===== config.mk =====
export PLATFORM = sky130hd
export DESIGN_NAME = plss_core
export DESIGN_NICKNAME = d
export VERILOG_FILES = /design/src/plss_pkg.sv /design/src/plss_core.sv
export SDC_FILE = /design/constraint.sdc
export NUM_CORES = 1
export LEC_CHECK = 0
export BUFFER_PORTS_ARGS = -buffer_cell sky130_fd_sc_hd__buf_2
export CAP_MARGIN = 25
export CORE_MARGIN = 8
export CORE_UTILIZATION = 60
export DETAILED_ROUTE_END_ITERATION = 8
export MAX_ROUTING_LAYER = met4
export PLACE_DENSITY = 0.85
export SLEW_MARGIN = 40
export SYNTH_ARGS = -nofsm -noshare
export SYNTH_HDL_FRONTEND = slang
export SYNTH_SLANG_ARGS = --single-unit

===== constraint.sdc =====
create_clock -name pclk -period 4.72 [get_ports pclk]
set_input_delay 0.472 -clock pclk [delete_from_list [all_inputs] [get_ports pclk]]
set_output_delay 0.472 -clock pclk [all_outputs]
set_load 0.05 [all_outputs]

===== src/plss_pkg.sv =====
package plss_pkg;
   // ---------------------------------------------------------------
   // register map (byte addresses)
   // ---------------------------------------------------------------
   localparam logic [7:0] PLSS_SYS_CTL_ADDR = 8'h00;
   localparam logic [7:0] PLSS_USB_CTL_ADDR = 8'h04;
   localparam logic [7:0] PLSS_SYS_MULT_ADDR = 8'h08;
   localparam logic [7:0] PLSS_USB_MULT_ADDR = 8'h0c;
   localparam logic [7:0] PLSS_STS_ADDR = 8'h10;
   localparam logic [7:0] PLSS_WDG_CTL_ADDR = 8'h14;
   localparam logic [7:0] PLSS_CLKSEL_ADDR = 8'h18;
   localparam logic [7:0] PLSS_IRQ_STS_ADDR = 8'h1c;
   localparam logic [7:0] PLSS_IRQ_MASK_ADDR = 8'h20;
   localparam logic [7:0] PLSS_RST_CAUSE_ADDR = 8'h24;
   // ---------------------------------------------------------------
   // fields
   // ---------------------------------------------------------------
   localparam int PLSS_MULT_W = 7;
   localparam logic [PLSS_MULT_W-1:0] PLSS_MULT_RST = 7'h01;
   localparam logic [PLSS_MULT_W-1:0] PLSS_MULT_ZERO = 7'h00;
   localparam int PLSS_CTL_CLKEN_BIT = 0;
   localparam int PLSS_CTL_LOCKGO_BIT = 1;
   localparam int PLSS_WDG_EN_BIT = 0;
   localparam int PLSS_WDG_RSTEN_BIT = 1;
   localparam int PLSS_IRQ_W = 4;
   localparam int PLSS_IRQ_SYS_LOCK = 0;
   localparam int PLSS_IRQ_USB_LOCK = 1;
   localparam int PLSS_IRQ_ZERO_MULT = 2;
   localparam int PLSS_IRQ_WDG_RST = 3;
   localparam logic [31:0] PLSS_ZERO32 = 32'h0000_0000;
   // ---------------------------------------------------------------
   // timing
   // ---------------------------------------------------------------
   localparam int PLSS_LOCK_CNT_DEF = 1024;
   localparam int PLSS_WDG_CNT_DEF = 65536;
   localparam int PLSS_EDGE_TMO_DEF = 64;

   typedef struct packed {
      logic clk_enable;
      logic lock_go;
   } plss_loop_ctl_t;

   typedef struct packed {
      logic lock_counter_done;
      logic loop_running;
   } plss_loop_sts_t;
endpackage

===== src/plss_core.sv =====
// What this block does
// - the watchdog counts on pclk, the oscillator, not the loop output.
// - with no loop edges the enabled watchdog expires, and resets only if its reset enable bit is set.
// - on the earliest revision a zero multiplier breaks the loop.
// - bypass is by clearing clock enable, never a zero multiplier.
// - lock done may set although the loop makes no clock.
// - a dead loop chosen as cpu clock halts instruction execution.
module plss_core
   import plss_pkg::*;
#(
   parameter int LOCK_CNT = PLSS_LOCK_CNT_DEF,
   parameter int WDG_CNT = PLSS_WDG_CNT_DEF,
   parameter int EDGE_TMO = PLSS_EDGE_TMO_DEF,
   parameter bit EARLY_REV = 1'b1
) (
   input wire logic pclk,
   input wire logic presetn,
   input wire logic psel,
   input wire logic penable,
   input wire logic pwrite,
   input wire logic [7:0] paddr,
   input wire logic [31:0] pwdata,
   output logic [31:0] prdata,
   output logic pready,
   output logic pslverr,
   input wire logic sys_loop_toggle,
   input wire logic usb_loop_toggle,
   input wire logic wdg_kick,
   output logic loop_system_clock_sel,
   output logic system_loop_clock_enable,
   output logic usb_loop_clock_enable,
   output logic [PLSS_MULT_W-1:0] system_loop_multiplier,
   output logic [PLSS_MULT_W-1:0] usb_loop_multiplier,
   output logic cpu_halt,
   output logic wdg_reset_req,
   output logic irq
);
   localparam int LW = $clog2(LOCK_CNT + 1);
   localparam int WW = $clog2(WDG_CNT + 1);
   localparam int EW = $clog2(EDGE_TMO + 1);
   localparam logic [LW-1:0] LOCK_TOP = LW'(LOCK_CNT);
   localparam logic [WW-1:0] WDG_TOP = WW'(WDG_CNT);
   localparam logic [EW-1:0] EDGE_TOP = EW'(EDGE_TMO);

   typedef enum logic [2:0] {
      PLSS_L_OFF = 3'b001,
      PLSS_L_LOCKING = 3'b010,
      PLSS_L_DONE = 3'b100
   } plss_lstate_t;

   // ---------------------------------------------------------------
   // loop edge synchronisers (loop clocks seen as toggles)
   // ---------------------------------------------------------------
   logic [2:0] sys_sync_reg, usb_sync_reg;
   logic [2:0] sys_sync_next, usb_sync_next;
   logic sys_edge, usb_edge;

   always_comb begin
      sys_sync_next = {sys_sync_reg[1:0], sys_loop_toggle};
      usb_sync_next = {usb_sync_reg[1:0], usb_loop_toggle};
      // stage 0 is read only by stage 1
      sys_edge = sys_sync_reg[2] ^ sys_sync_reg[1];
      usb_edge = usb_sync_reg[2] ^ usb_sync_reg[1];
   end

   always_ff @(posedge pclk or negedge presetn) begin
      if (!presetn) begin
         sys_sync_reg <= 3'h0;
         usb_sync_reg <= 3'h0;
      end else begin
         sys_sync_reg <= sys_sync_next;
         usb_sync_reg <= usb_sync_next;
      end
   end

   // ---------------------------------------------------------------
   // register state
   // ---------------------------------------------------------------
   plss_loop_ctl_t sys_ctl_reg, sys_ctl_next, usb_ctl_reg, usb_ctl_next;
   logic [PLSS_MULT_W-1:0] sys_mult_reg, sys_mult_next;
   logic [PLSS_MULT_W-1:0] usb_mult_reg, usb_mult_next;
   logic wdg_en_reg, wdg_en_next, wdg_rsten_reg, wdg_rsten_next;
   logic clksel_reg, clksel_next;
   logic [PLSS_IRQ_W-1:0] irq_sts_reg, irq_sts_next;
   logic [PLSS_IRQ_W-1:0] irq_mask_reg, irq_mask_next;
   logic wdg_cause_reg, wdg_cause_next;
   logic [31:0] prdata_reg, prdata_next;
   plss_lstate_t sys_st_reg, sys_st_next, usb_st_reg, usb_st_next;
   logic [LW-1:0] sys_lcnt_reg, sys_lcnt_next, usb_lcnt_reg, usb_lcnt_next;
   logic [EW-1:0] sys_ecnt_reg, sys_ecnt_next, usb_ecnt_reg, usb_ecnt_next;
   logic [WW-1:0] wdg_cnt_reg, wdg_cnt_next;
   logic wdg_rst_reg, wdg_rst_next;
   plss_loop_sts_t sys_sts, usb_sts;
   logic wr, rd, mapped;
   logic [PLSS_IRQ_W-1:0] ev;

   function automatic logic addr_hit(input logic [7:0] a,
                                     input logic [7:0] r);
      return a == r;
   endfunction

   assign wr = psel && penable && pwrite;
   // read word loaded in setup so it stands at the completing edge
   assign rd = psel && !penable && !pwrite;

   // a loop counts as running while edges are seen, whatever its enable or multiplier
   always_comb begin
      sys_sts.lock_counter_done = (sys_st_reg == PLSS_L_DONE);
      sys_sts.loop_running = (sys_ecnt_reg != EDGE_TOP);
      usb_sts.lock_counter_done = (usb_st_reg == PLSS_L_DONE);
      usb_sts.loop_running = (usb_ecnt_reg != EDGE_TOP);
   end

   // ---------------------------------------------------------------
   // lock counters: done says nothing about real edges
   // ---------------------------------------------------------------
   function automatic plss_lstate_t lock_step(input plss_lstate_t s,
                                              input plss_loop_ctl_t c,
                                              input logic cnt_top);
      plss_lstate_t n;
      n = s;
      case (s)
         PLSS_L_OFF: if (c.lock_go) n = PLSS_L_LOCKING;
         PLSS_L_LOCKING: if (!c.lock_go) n = PLSS_L_OFF;
                         else if (cnt_top) n = PLSS_L_DONE;
         PLSS_L_DONE: if (!c.lock_go) n = PLSS_L_OFF;
         default: n = PLSS_L_OFF;
      endcase
      return n;
   endfunction

   always_comb begin
      sys_st_next = lock_step(sys_st_reg, sys_ctl_reg,
                              sys_lcnt_reg == LOCK_TOP);
      usb_st_next = lock_step(usb_st_reg, usb_ctl_reg,
                              usb_lcnt_reg == LOCK_TOP);
      sys_lcnt_next = (sys_st_reg == PLSS_L_LOCKING) ?
                      sys_lcnt_reg + LW'(1) : '0;
      usb_lcnt_next = (usb_st_reg == PLSS_L_LOCKING) ?
                      usb_lcnt_reg + LW'(1) : '0;
      // edge watchdogs saturate when a loop stays silent
      sys_ecnt_next = sys_edge ? '0 :
                      (sys_ecnt_reg == EDGE_TOP) ? sys_ecnt_reg :
                      sys_ecnt_reg + EW'(1);
      usb_ecnt_next = usb_edge ? '0 :
                      (usb_ecnt_reg == EDGE_TOP) ? usb_ecnt_reg :
                      usb_ecnt_reg + EW'(1);
   end

   // ---------------------------------------------------------------
   // watchdog on pclk, independent of any loop output
   // ---------------------------------------------------------------
   always_comb begin
      wdg_cnt_next = '0;
      wdg_rst_next = 1'b0;
      if (wdg_en_reg && !wdg_kick) begin
         if (wdg_cnt_reg == WDG_TOP)
            wdg_rst_next = wdg_rsten_reg;
         else
            wdg_cnt_next = wdg_cnt_reg + WW'(1);
      end
   end

   // ---------------------------------------------------------------
   // apb register file
   // ---------------------------------------------------------------
   always_comb begin
      sys_ctl_next = sys_ctl_reg;
      usb_ctl_next = usb_ctl_reg;
      sys_mult_next = sys_mult_reg;
      usb_mult_next = usb_mult_reg;
      wdg_en_next = wdg_en_reg;
      wdg_rsten_next = wdg_rsten_reg;
      clksel_next = clksel_reg;
      irq_mask_next = irq_mask_reg;
      wdg_cause_next = wdg_cause_reg;
      prdata_next = prdata_reg;
      mapped = 1'b1;
      ev = '0;
      ev[PLSS_IRQ_SYS_LOCK] = (sys_st_reg == PLSS_L_LOCKING) &&
                              (sys_st_next == PLSS_L_DONE);
      ev[PLSS_IRQ_USB_LOCK] = (usb_st_reg == PLSS_L_LOCKING) &&
                              (usb_st_next == PLSS_L_DONE);
      irq_sts_next = irq_sts_reg;
      if (wr && addr_hit(paddr, PLSS_IRQ_STS_ADDR))
         irq_sts_next = irq_sts_reg & ~pwdata[PLSS_IRQ_W-1:0];
      case (paddr)
         PLSS_SYS_CTL_ADDR, PLSS_USB_CTL_ADDR, PLSS_SYS_MULT_ADDR,
         PLSS_USB_MULT_ADDR, PLSS_STS_ADDR, PLSS_WDG_CTL_ADDR,
         PLSS_CLKSEL_ADDR, PLSS_IRQ_STS_ADDR, PLSS_IRQ_MASK_ADDR,
         PLSS_RST_CAUSE_ADDR: mapped = 1'b1;
         default: mapped = 1'b0;
      endcase
      if (wr) begin
         case (paddr)
            PLSS_SYS_CTL_ADDR: begin
               sys_ctl_next.clk_enable = pwdata[PLSS_CTL_CLKEN_BIT];
               sys_ctl_next.lock_go = pwdata[PLSS_CTL_LOCKGO_BIT];
            end
            PLSS_USB_CTL_ADDR: begin
               usb_ctl_next.clk_enable = pwdata[PLSS_CTL_CLKEN_BIT];
               usb_ctl_next.lock_go = pwdata[PLSS_CTL_LOCKGO_BIT];
            end
            PLSS_SYS_MULT_ADDR: begin
               sys_mult_next = pwdata[PLSS_MULT_W-1:0];
               ev[PLSS_IRQ_ZERO_MULT] =
                  (pwdata[PLSS_MULT_W-1:0] == PLSS_MULT_ZERO);
            end
            PLSS_USB_MULT_ADDR: begin
               usb_mult_next = pwdata[PLSS_MULT_W-1:0];
               ev[PLSS_IRQ_ZERO_MULT] =
                  (pwdata[PLSS_MULT_W-1:0] == PLSS_MULT_ZERO);
            end
            PLSS_WDG_CTL_ADDR: begin
               wdg_en_next = pwdata[PLSS_WDG_EN_BIT];
               wdg_rsten_next = pwdata[PLSS_WDG_RSTEN_BIT];
            end
            PLSS_CLKSEL_ADDR: clksel_next = pwdata[0];
            PLSS_IRQ_MASK_ADDR: irq_mask_next = pwdata[PLSS_IRQ_W-1:0];
            PLSS_RST_CAUSE_ADDR: if (pwdata[0]) wdg_cause_next = 1'b0;
            default: ;
         endcase
      end
      if (rd) begin
         prdata_next = PLSS_ZERO32;
         case (paddr)
            PLSS_SYS_CTL_ADDR: prdata_next[1:0] = sys_ctl_reg;
            PLSS_USB_CTL_ADDR: prdata_next[1:0] = usb_ctl_reg;
            PLSS_SYS_MULT_ADDR:
               prdata_next[PLSS_MULT_W-1:0] = sys_mult_reg;
            PLSS_USB_MULT_ADDR:
               prdata_next[PLSS_MULT_W-1:0] = usb_mult_reg;
            PLSS_STS_ADDR: prdata_next[3:0] = {usb_sts, sys_sts};
            PLSS_WDG_CTL_ADDR:
               prdata_next[1:0] = {wdg_rsten_reg, wdg_en_reg};
            PLSS_CLKSEL_ADDR: prdata_next[0] = clksel_reg;
            PLSS_IRQ_STS_ADDR: prdata_next[PLSS_IRQ_W-1:0] = irq_sts_reg;
            PLSS_IRQ_MASK_ADDR:
               prdata_next[PLSS_IRQ_W-1:0] = irq_mask_reg;
            PLSS_RST_CAUSE_ADDR: prdata_next[0] = wdg_cause_reg;
            default: ;
         endcase
      end
      // set beats clear
      irq_sts_next = irq_sts_next | ev;
      // watchdog reset: clock back to oscillator, both loops disabled
      if (wdg_rst_reg) begin
         clksel_next = 1'b0;
         sys_ctl_next = '0;
         usb_ctl_next = '0;
         wdg_en_next = 1'b0;
         wdg_rsten_next = 1'b0;
         wdg_cause_next = 1'b1;
         irq_sts_next[PLSS_IRQ_WDG_RST] = 1'b1;
      end
   end

   always_ff @(posedge pclk or negedge presetn) begin
      if (!presetn) begin
         sys_ctl_reg <= '0;
         usb_ctl_reg <= '0;
         sys_mult_reg <= PLSS_MULT_RST;
         usb_mult_reg <= PLSS_MULT_RST;
         wdg_en_reg <= 1'b0;
         wdg_rsten_reg <= 1'b0;
         clksel_reg <= 1'b0;
         irq_sts_reg <= '0;
         irq_mask_reg <= '0;
         wdg_cause_reg <= 1'b0;
         prdata_reg <= PLSS_ZERO32;
         sys_st_reg <= PLSS_L_OFF;
         usb_st_reg <= PLSS_L_OFF;
         sys_lcnt_reg <= '0;
         usb_lcnt_reg <= '0;
         // silent until a first loop edge is seen
         sys_ecnt_reg <= EDGE_TOP;
         usb_ecnt_reg <= EDGE_TOP;
         wdg_cnt_reg <= '0;
         wdg_rst_reg <= 1'b0;
      end else begin
         sys_ctl_reg <= sys_ctl_next;
         usb_ctl_reg <= usb_ctl_next;
         sys_mult_reg <= sys_mult_next;
         usb_mult_reg <= usb_mult_next;
         wdg_en_reg <= wdg_en_next;
         wdg_rsten_reg <= wdg_rsten_next;
         clksel_reg <= clksel_next;
         irq_sts_reg <= irq_sts_next;
         irq_mask_reg <= irq_mask_next;
         wdg_cause_reg <= wdg_cause_next;
         prdata_reg <= prdata_next;
         sys_st_reg <= sys_st_next;
         usb_st_reg <= usb_st_next;
         sys_lcnt_reg <= sys_lcnt_next;
         usb_lcnt_reg <= usb_lcnt_next;
         sys_ecnt_reg <= sys_ecnt_next;
         usb_ecnt_reg <= usb_ecnt_next;
         wdg_cnt_reg <= wdg_cnt_next;
         wdg_rst_reg <= wdg_rst_next;
      end
   end

   // ---------------------------------------------------------------
   // outputs
   // ---------------------------------------------------------------
   // zero multiplier on early silicon: loop treated as not enabled
   assign system_loop_clock_enable = sys_ctl_reg.clk_enable &&
      !(EARLY_REV && sys_mult_reg == PLSS_MULT_ZERO);
   assign usb_loop_clock_enable = usb_ctl_reg.clk_enable &&
      !(EARLY_REV && usb_mult_reg == PLSS_MULT_ZERO);
   assign system_loop_multiplier = sys_mult_reg;
   assign usb_loop_multiplier = usb_mult_reg;
   assign loop_system_clock_sel = clksel_reg;
   // loop selected but silent: cpu stalls until watchdog fires
   assign cpu_halt = clksel_reg && !sys_sts.loop_running;
   assign wdg_reset_req = wdg_rst_reg;
   assign irq = |(irq_sts_reg & irq_mask_reg);
   assign prdata = prdata_reg;
   assign pready = 1'b1;
   assign pslverr = psel && penable && !mapped;
endmodule


== Word level (Yosys, flattened, before mapping) ==
Cells that the tools add are included.

* Multiplexer cells: 48
* Eq/ne operators: 26
* Bitwise operators: 6
* Divide/modulo/power cells: 0
* Reductions and logical operators: 41
* Multipliers: 0
* Add/sub/neg operators: 5
* $lt $le $gt $ge: 0
* Shift-type cells: 0

{| class="wikitable"
|+ Operators with widths
! operator !! number
|-
| $mux 17 || 2
|-
| $eq 8x5->1 const B || 4
|-
| $mux 7 || 4
|-
| $mux 3 || 8
|-
| $add 11x1->11 const B || 2
|-
| $eq 11x11->1 const B || 2
|-
| $mux 11 || 2
|-
| $logic_not 7->1 || 3
|-
| $mux 1 || 19
|-
| $pmux 3 s3 || 2
|-
| $add 17x1->17 const B || 1
|-
| $eq 17x17->1 const B || 1
|-
| $eq 8x4->1 const B || 2
|-
| $eq 8x6->1 const B || 2
|-
| $add 7x1->7 const B || 2
|-
| $eq 7x7->1 const B || 2
|-
| $ne 7x7->1 const B || 2
|-
| $reduce_and 2->1 || 7
|-
| $reduce_bool 2->1 || 7
|-
| $eq 3x3->1 const B || 4
|-
| $logic_and 1x1->1 || 12
|-
| $mux 2 || 6
|-
| $pmux 1 s10 || 1
|-
| $pmux 2 s5 || 1
|-
| other kinds (17) || 28
|}

* Flip-flop bits (word level): 103
* Memories kept: 0
* RAM bits: 0
* Bits in read-only memories: 0
* Bits in latches: 0

== Longest topological paths before layout ==
Gate-level depths: netlist (run 1).

* Depth in word-level cells: 8
* Gate-level depth with buffers: 7
* Mapped depth without buffers: 6

== Worst setup path after synthesis (run 1) ==
No wires, ideal clock.

* Path type: register to output
* Start point: register usb_mult_reg[0], in the netlist usb_loop_multiplier[0]
* End point: output usb_loop_clock_enable
* Slack: 2.320 ns
* Cell stages (with the launch flop): 3
* Data required time: 4.248 ns
* Arrival time: 1.928 ns
* Path through: dfstp_2 > nor4_1 > a21boi_0

* Word-level cells in the longest chain between the ends: 3

{| class="wikitable"
|+ RTL lines
! element !! RTL line !! source
|-
| start: declaration || plss_core.sv:81 || <nowiki>logic [PLSS_MULT_W-1:0] usb_mult_reg, usb_mult_next;</nowiki>
|-
| start signal: assignment || plss_core.sv:284 || <nowiki>usb_mult_reg <= usb_mult_next;</nowiki>
|-
| $logic_not 7->1 || plss_core.sv:310 || <nowiki>!(EARLY_REV && usb_mult_reg == PLSS_MULT_ZERO);</nowiki>
|-
| $logic_not 1->1 || plss_core.sv:310 ||
|-
| $logic_and 1x1->1 || plss_core.sv:309 || <nowiki>assign usb_loop_clock_enable = usb_ctl_reg.clk_enable &&</nowiki>
|-
| end: declaration || plss_core.sv:31 || <nowiki>output logic usb_loop_clock_enable,</nowiki>
|}

No other way between the ends.

== Worst setup path in the final report (run 1) ==
* Start point: register sys_ecnt_reg[6]
* End point: output cpu_halt

* Word-level cells in the longest chain between the ends: 3

{| class="wikitable"
|+ RTL lines
! element !! RTL line !! source
|-
| start: declaration || plss_core.sv:90 || <nowiki>logic [EW-1:0] sys_ecnt_reg, sys_ecnt_next, usb_ecnt_reg, usb_ecnt_next;</nowiki>
|-
| start signal: assignment || plss_core.sv:296 || <nowiki>sys_ecnt_reg <= sys_ecnt_next;</nowiki>
|-
| $ne 7x7->1 || plss_core.sv:109 || <nowiki>sys_sts.loop_running = (sys_ecnt_reg != EDGE_TOP);</nowiki>
|-
| $logic_not 1->1 || plss_core.sv:315 || <nowiki>assign cpu_halt = clksel_reg && !sys_sts.loop_running;</nowiki>
|-
| $logic_and 1x1->1 || plss_core.sv:315 ||
|-
| end: declaration || plss_core.sv:34 || <nowiki>output logic cpu_halt,</nowiki>
|}

No other way between the ends.

==> impl_metrics.env, run 1 <==
export IMPL_crit_arrival_ns=1.93
export IMPL_drc=0
export IMPL_setup_viol=0
export IMPL_die_w_um=111
export IMPL_hp_class="primary input to async pin"
export IMPL_rows=34
export IMPL_slew_violations=0
export IMPL_yosysTopAreaCell="dfrtp_1"
export IMPL_firstDrtPassIters=5
export IMPL_initial_core_util_pct=62.0
export IMPL_grt_overflow=0
export IMPL_vias=4067
export IMPL_cts_tree="built"
export IMPL_worstSetupPathType="flop to output port"
export IMPL_fin_skew_ns=0.0156
export IMPL_grt_total_usage_pct=19.8
export IMPL_path_max_fanout=5
export IMPL_cts_setup_buffers=0
export IMPL_crit_chain="nor4b_1, nand3b_1, nor2_1, buf_2"
export IMPL_num_fill_cells=676
export IMPL_synth_cell_type_count=56
export IMPL_avgViaCountPerCell=5.86
export IMPL_antenna_found_initial=0
export IMPL_hold_buffers=0
export IMPL_htree_levels=3
export IMPL_cts_clk_slew_worst_paths_ns=0.10
export IMPL_core_mm2=0.00872
export IMPL_switching_share_pct=29.2
export IMPL_wl_mm=11.6
export IMPL_layout_drive_gt1_share_pct=17.1
export IMPL_combPwrFrac_pct=11.7
export IMPL_port_buffers=50
export IMPL_yosysWarnings=0
export IMPL_antenna_cells=0
export IMPL_clock_power_share_pct=32.1
export IMPL_ctsResizeCount=0
export IMPL_fin_area_mm2=0.00582
export IMPL_antenna_left=0
export IMPL_power_per_cell_area_mw_per_mm2=281
export IMPL_min_period_over_period_pct=51.0
export IMPL_rsz0062_at_grt="false"
export IMPL_cts_root_buf="clkbuf_8"
export IMPL_p_int_w=0.00116
export IMPL_max_cap_violations=0
export IMPL_cts_max_path_buffers=2
export IMPL_avgSynthCellArea_um2=10.0
export IMPL_timing_fmax_mhz=416
export IMPL_peakVddDrop_v=0.000147
export IMPL_crit_slowest_cell="dfstp_2"
export IMPL_ioPinCount=102
export IMPL_required_ns=4.25
export IMPL_cts_sinks=103
export IMPL_synth_area_top_cells="dfrtp_1 45%, nor2_1 4.9%, buf_4 3.6%, xnor2_1 3.6%, xor2_1 3.2%"
export IMPL_critPathMaxStageDelay_ns=0.55
export IMPL_clk_latency_ns=0.37
export IMPL_layout_min_cycle_time_ns=2.41
export IMPL_grt_start_max_net_pins=67
export IMPL_grt_pass1_wl_mm=20.1
export IMPL_synth_ff_type="dfrtp_1"
export IMPL_synth_top_cell_area_share_pct=44.9
export IMPL_final_nets=639
export IMPL_critPathLaunchType="flop"
export IMPL_finalHoldViolCount=0
export IMPL_status="complete, no violations"
export IMPL_placed_cell_area_mm2=0.00562
export IMPL_synth_seq_cells=103
export IMPL_async_reset_ff_share_pct=100
export IMPL_wl_per_cell_um=16.8
export IMPL_drt_iter0_drc=282
export IMPL_crit_path_end_kind="output port"
export IMPL_areaGrowthSynthToFinish_pct=7.57
export IMPL_pwr_share_seq_pct=56.2
export IMPL_seq_area_frac_synth_pct=47.8
export IMPL_largest_reg_flops=17
export IMPL_syn_inst=538
export IMPL_cts_buffers=9
export IMPL_slew_headroom_pct=48.1
export IMPL_dp_hpwl_mm=8.38
export IMPL_fin_tns_setup_ns=0
export IMPL_fp_dieH_um=111
export IMPL_power_switching_w=0.000477
export IMPL_leakage_nw=2.66
export IMPL_routabilityCongestion=0.901
export IMPL_synth_edf_count=0
export IMPL_fp_dieArea_mm2=0.0123
export IMPL_syn_area_mm2=0.00541
export IMPL_grt_pass1_vias=4092
export IMPL_max_slew_worst_pin_slew_ns=0.768
-- per-layer routing --
| metal | track usage [%] | vias up | part of all wire, % |
|---|---|---|---|
| li1 | - | 1923 | - |
| met1 | 25.0 | 1966 | 43 |
| met2 | 30.1 | 158 | 48 |
| met3 | 5.25 | 20 | 7.5 |
| met4 | 7.21 | 0 | 1.8 |
| met5 | - | - | 0 |
-- power groups by stage --
stage                     sequential (W)  clock, W  combinational [W]
final                           0.000920  0.000526           0.000191
after global routing            0.000923  0.000574           0.000207
after CTS                       0.000920  0.000543           0.000190
after detailed placement        0.000937         0           0.000190
after global placement          0.000936         0           0.000184
after floorplan                 0.000961         0           0.000124
-- cell type report --
cell class / count / area (um^2) / area share, %
Clock inverter: 6 / 52.6 / 0.904
Timing Repair Buffer: 51 / 264 / 4.54
Inverter: 22 / 82.6 / 1.42
Sequential cell: 103 / 2580 / 44.4
Clock buffer: 10 / 138 / 2.37
Multi-Input combinational cell: 394 / 2560 / 44.0
Tap cell: 108 / 135 / 2.32
-- through the flow --
stage	setup slack, ns	instances	total power (W)	utilization [%]	hold WS [ns]
final	2.31	694	0.00164	66.7	0.0591
after global routing	2.15	694	0.00171	66.7	0.0866
after CTS	2.29	694	0.00165	66.6	0.0646
after detailed placement	2.42	678	0.00113	64.4	0.335
after global placement	2.46	678	0.00112	64.4	0.337
after floorplan	2.32	562	0.00109	-	0.176
-- cells in the final DEF, fill, tap and decap left out, drive strengths merged, types with 4 or more instances in the layout --
master	instances
dfrtp	97
nor2	72
buf	51
nand2	26
conb	26
inv	24
nand3	23
xnor2	22
xor2	20
mux2	20
nand4	17
a21oi	14
o21ai	14
nor4	12
nor4b	11
nor3	10
and3	10
mux2i	10
ha	10
clkbuf	10
or3	8
nand2b	7
nor2b	7
or3b	6
dfstp	6
and4	5
nor3b	5
a21o	4
nand3b	4
a221oi	4
a211oi	4
-- cells in the mapped netlist, types with 2 or more instances --
cell type,n
nand2_1,26
nor3_1,10
nor2_1,71
dfrtp_1,97
a21oi_1,14
nor3b_1,5
conb_1,2
a21boi_0,2
nor4b_1,11
xor2_1,20
nor4_1,12
mux2_2,9
mux2_1,4
ha_1,10
a211oi_1,4
and3_1,10
a222oi_1,2
nor2b_1,7
and4_1,5
nand3_1,23
xnor2_1,22
inv_1,22
buf_6,2
dfstp_2,6
or3b_2,6
nand3b_1,4
mux2_4,7
o21ai_1,2
buf_4,26
or3_1,8
a221oi_1,4
or4b_1,3
clkbuf_1,13
nand4_1,17
o21ai_0,12
a22oi_1,2
mux2i_1,10
nand2b_1,7
a21o_1,4
-- worst paths after layout --
| path | endpoint | slack [ns] | cells past startpoint | startpoint |
|---|---|---|---|---|
| max in group asynchronous | wdg_cnt_reg[8] | 3.71 | 2 | presetn |
| min | prdata[1] | 0.06 | 1 | presetn |
| max | cpu_halt | 2.31 | 4 | sys_ecnt_reg[6] |
| min in group pclk | sys_sync_reg[0] | 0.21 | 1 | sys_loop_toggle |
| max reg2reg | usb_st_reg[2] | 2.83 | 6 | usb_lcnt_reg[1] |
| min reg2reg | sys_sync_reg[1] | 0.36 | 0 | sys_sync_reg[0] |
-- logic make-up (layout without fill, tap and decap cells) --
group                    after synthesis  in the layout  share of synthesized area [%]
AO/OA/AOI/OAI                         53             53                           6.41
XOR/XNOR                              42             42                           6.80
adder cells (fa/ha/maj)               10             10                           2.31
buffers and inverters                 65             89                           6.62
flip-flops                           103            103                           47.8
multiplexers                          30             30                           6.50
other                                  2             26                          0.139
AND/OR/NAND/NOR                      233            233                           23.4
-- critical path, delay by kind of cell, from the launching register on --
family | cells | cell delay (ns)
and+or+nand+nor | 3 | 0.74
DFF | 1 | 0.55
buffers and inverters | 1 | 0.28
Note: power is estimated with default switching activity, not from simulation.
==> run 2: changes to the inputs <==
--- a/config.mk
+++ b/config.mk
@@ -8,10 +8,10 @@
 export BUFFER_PORTS_ARGS = -buffer_cell sky130_fd_sc_hd__buf_2
 export CAP_MARGIN = 25
 export CORE_MARGIN = 8
-export CORE_UTILIZATION = 60
+export CORE_UTILIZATION = 50
 export DETAILED_ROUTE_END_ITERATION = 8
 export MAX_ROUTING_LAYER = met4
-export PLACE_DENSITY = 0.85
+export PLACE_DENSITY = 0.76
 export SLEW_MARGIN = 40
 export SYNTH_ARGS = -nofsm -noshare
 export SYNTH_HDL_FRONTEND = slang
==> constraint.sdc (replaced) <==
create_clock -name pclk -period 2 [get_ports pclk]
set_input_delay 0.2 -clock pclk [delete_from_list [all_inputs] [get_ports pclk]]
set_output_delay 0.2 -clock pclk [all_outputs]
set_load 0.05 [all_outputs]
==> run 2 against run 1 <==
- clock skew decreased by 0.0011 ns
- routed wire length increased by 1.5%
- non-clock buffer count increased by 18
- sequential cell count unchanged
- critical path depth increased by 2
- sequential power increased by 140%
- global-route usage decreased by 2.7 points
- largest power group unchanged
- critical path type is now flop to flop
==> impl_metrics.env, run 2 (synthesis results as in run 1) <==
export IMPL_initial_core_util_pct=50.5
export IMPL_antenna_cells=0
export IMPL_total_power_w=0.00381
export IMPL_hold_depth=2
export IMPL_min_period_over_period_pct=92.9
export IMPL_min_from="pwdata[6]"
export IMPL_fp_dieH_um=120
export IMPL_grt_start_max_net_pins=74
export IMPL_fin_area_mm2=0.00598
export IMPL_placed_cell_area_mm2=0.00577
export IMPL_timing_rr_end="irq_sts_reg[1]"
export IMPL_cts_max_path_buffers=2
export IMPL_cts_tree="built"
export IMPL_max_slew_worst_pin_slew_ns=0.675
export IMPL_dp_hpwl_mm=8.67
export IMPL_finalHoldViolCount=0
export IMPL_die_w_um=120
export IMPL_antenna_left=0
export IMPL_fp_dieArea_mm2=0.0144
export IMPL_leakage_nw=2.74
export IMPL_setup_viol=0
export IMPL_layout_min_cycle_time_ns=1.86
export IMPL_drc=0
export IMPL_peakVddDrop_v=0.000309
export IMPL_slew_headroom_pct=54.4
export IMPL_layout_drive_gt1_share_pct=18.5
export IMPL_rows=38
export IMPL_grt_overflow=0
export IMPL_fin_skew_ns=0.0146
export IMPL_path_max_fanout=5
export IMPL_timing_rr_start="usb_lcnt_reg[0]"
export IMPL_drt_iter0_drc=293
export IMPL_final_nets=657
export IMPL_core_mm2=0.0107
export IMPL_htree_levels=3
export IMPL_power_per_cell_area_mw_per_mm2=637
export IMPL_grt_total_usage_pct=17.1
export IMPL_worstSetupPathType="flop to flop"
export IMPL_slew_violations=0
export IMPL_ff2ff_path_depth=6
export IMPL_crit_path_end_kind="flop"
export IMPL_rsz0062_at_grt="false"
export IMPL_mostFrequentLayoutCells="97 x dfrtp_1, 71 x nor2_1, 49 x buf_2"
export IMPL_grt_pass1_vias=4014
export IMPL_clk_latency_ns=0.38
export IMPL_largest_reg_flops=17
export IMPL_firstDrtPassIters=5
export IMPL_cts_buffers=9
export IMPL_reg2reg_setup_slack_ns=0.14
export IMPL_timing_fmax_mhz=538
export IMPL_antenna_found_initial=0
export IMPL_grt_pass1_wl_mm=19.6
export IMPL_cts_root_buf="clkbuf_8"
export IMPL_critPathLaunchType="flop"
export IMPL_wl_mm=11.8
export IMPL_wl_per_cell_um=15.9
export IMPL_cp_startpoint="usb_lcnt_reg[0]"
export IMPL_routabilityCongestion=0.870
export IMPL_port_buffers=50
export IMPL_crit_arrival_ns=2.16
export IMPL_final_common_cell="dfrtp_1"
export IMPL_hold_ws_ns=0.0911
export IMPL_fin_tns_setup_ns=0
export IMPL_hp_class="primary input to flop"
export IMPL_hold_end="usb_loop_multiplier[6]"
export IMPL_required_ns=2.30
export IMPL_status="complete, no violations"
export IMPL_cts_clk_slew_worst_paths_ns=0.09
export IMPL_areaGrowthSynthToFinish_pct=10.7
export IMPL_max_cap_violations=0
export IMPL_avgViaCountPerCell=5.55
export IMPL_cts_sinks=103
export IMPL_num_fill_cells=923
export IMPL_vias=4131
export IMPL_ioPinCount=102
==> run 2: metal layers <==
layer	up-vias	track usage [%]	part of all wire [%]
met3	24	3.80	7.3
met2	143	27.5	48
met1	1998	20.2	42
li1	1966	-	-
met5	-	-	0
met4	0	7.96	2.7
==> run 2: worst max path at each step <==
stage	to	depth (start not counted)
2_1_floorplan	cpu_halt	3
3_3_place_gp	usb_loop_multiplier[3]	4
3_5_place_dp	usb_loop_multiplier[5]	4
4_1_cts	cpu_halt	4
5_1_grt	cpu_halt	4
6_report	irq_sts_reg[1]	6
==> run 2: cell type report <==
cell class	instances	area (um^2)	share of cell area (%)
flip-flops and latches	103	2580	43.2
multi-input cells	394	2560	42.8
repair buffers	69	415	6.94
well taps	140	175	2.93
clock buffers	12	135	2.26
inverters	22	82.6	1.38
clock inverters	4	31.3	0.523
==> run 2: timing repair <==
action,in CTS,in global routing
endpoints found under the setup margin,1,1
hold buffers,3,0
resized for setup,0,1
endpoints found under the hold margin,29,0
pin swaps,1,0
setup buffers,1,0
==> run 2: critical path: stages (launching register included) <==
cell and delay (ns):
dfrtp_1 0.43, inv_1 0.07, ha_1 0.13, nor4b_1 0.30, nand4_1 0.19, or3b_2 0.52, o2bb2ai_1 0.16
==> run 2: metrics by stage <==
stage / instances / util (%) / worst slack [ns]
after floorplan: 562 / - / 0.180
after global placement: 724 / 54.0 / 0.113
after detailed placement: 724 / 54.0 / 0.0905
after CTS: 744 / 55.9 / 0.0492
after global routing: 744 / 55.9 / 0.0278
final: 744 / 55.9 / 0.142
==> run 2: power breakdown <==
group | total (W) | internal, W | switching (W)
sequential | 0.00217 | 0.00213 | 0.0000420
combinational | 0.000463 | 0.000117 | 0.000346
clock | 0.00118 | 0.000462 | 0.000716
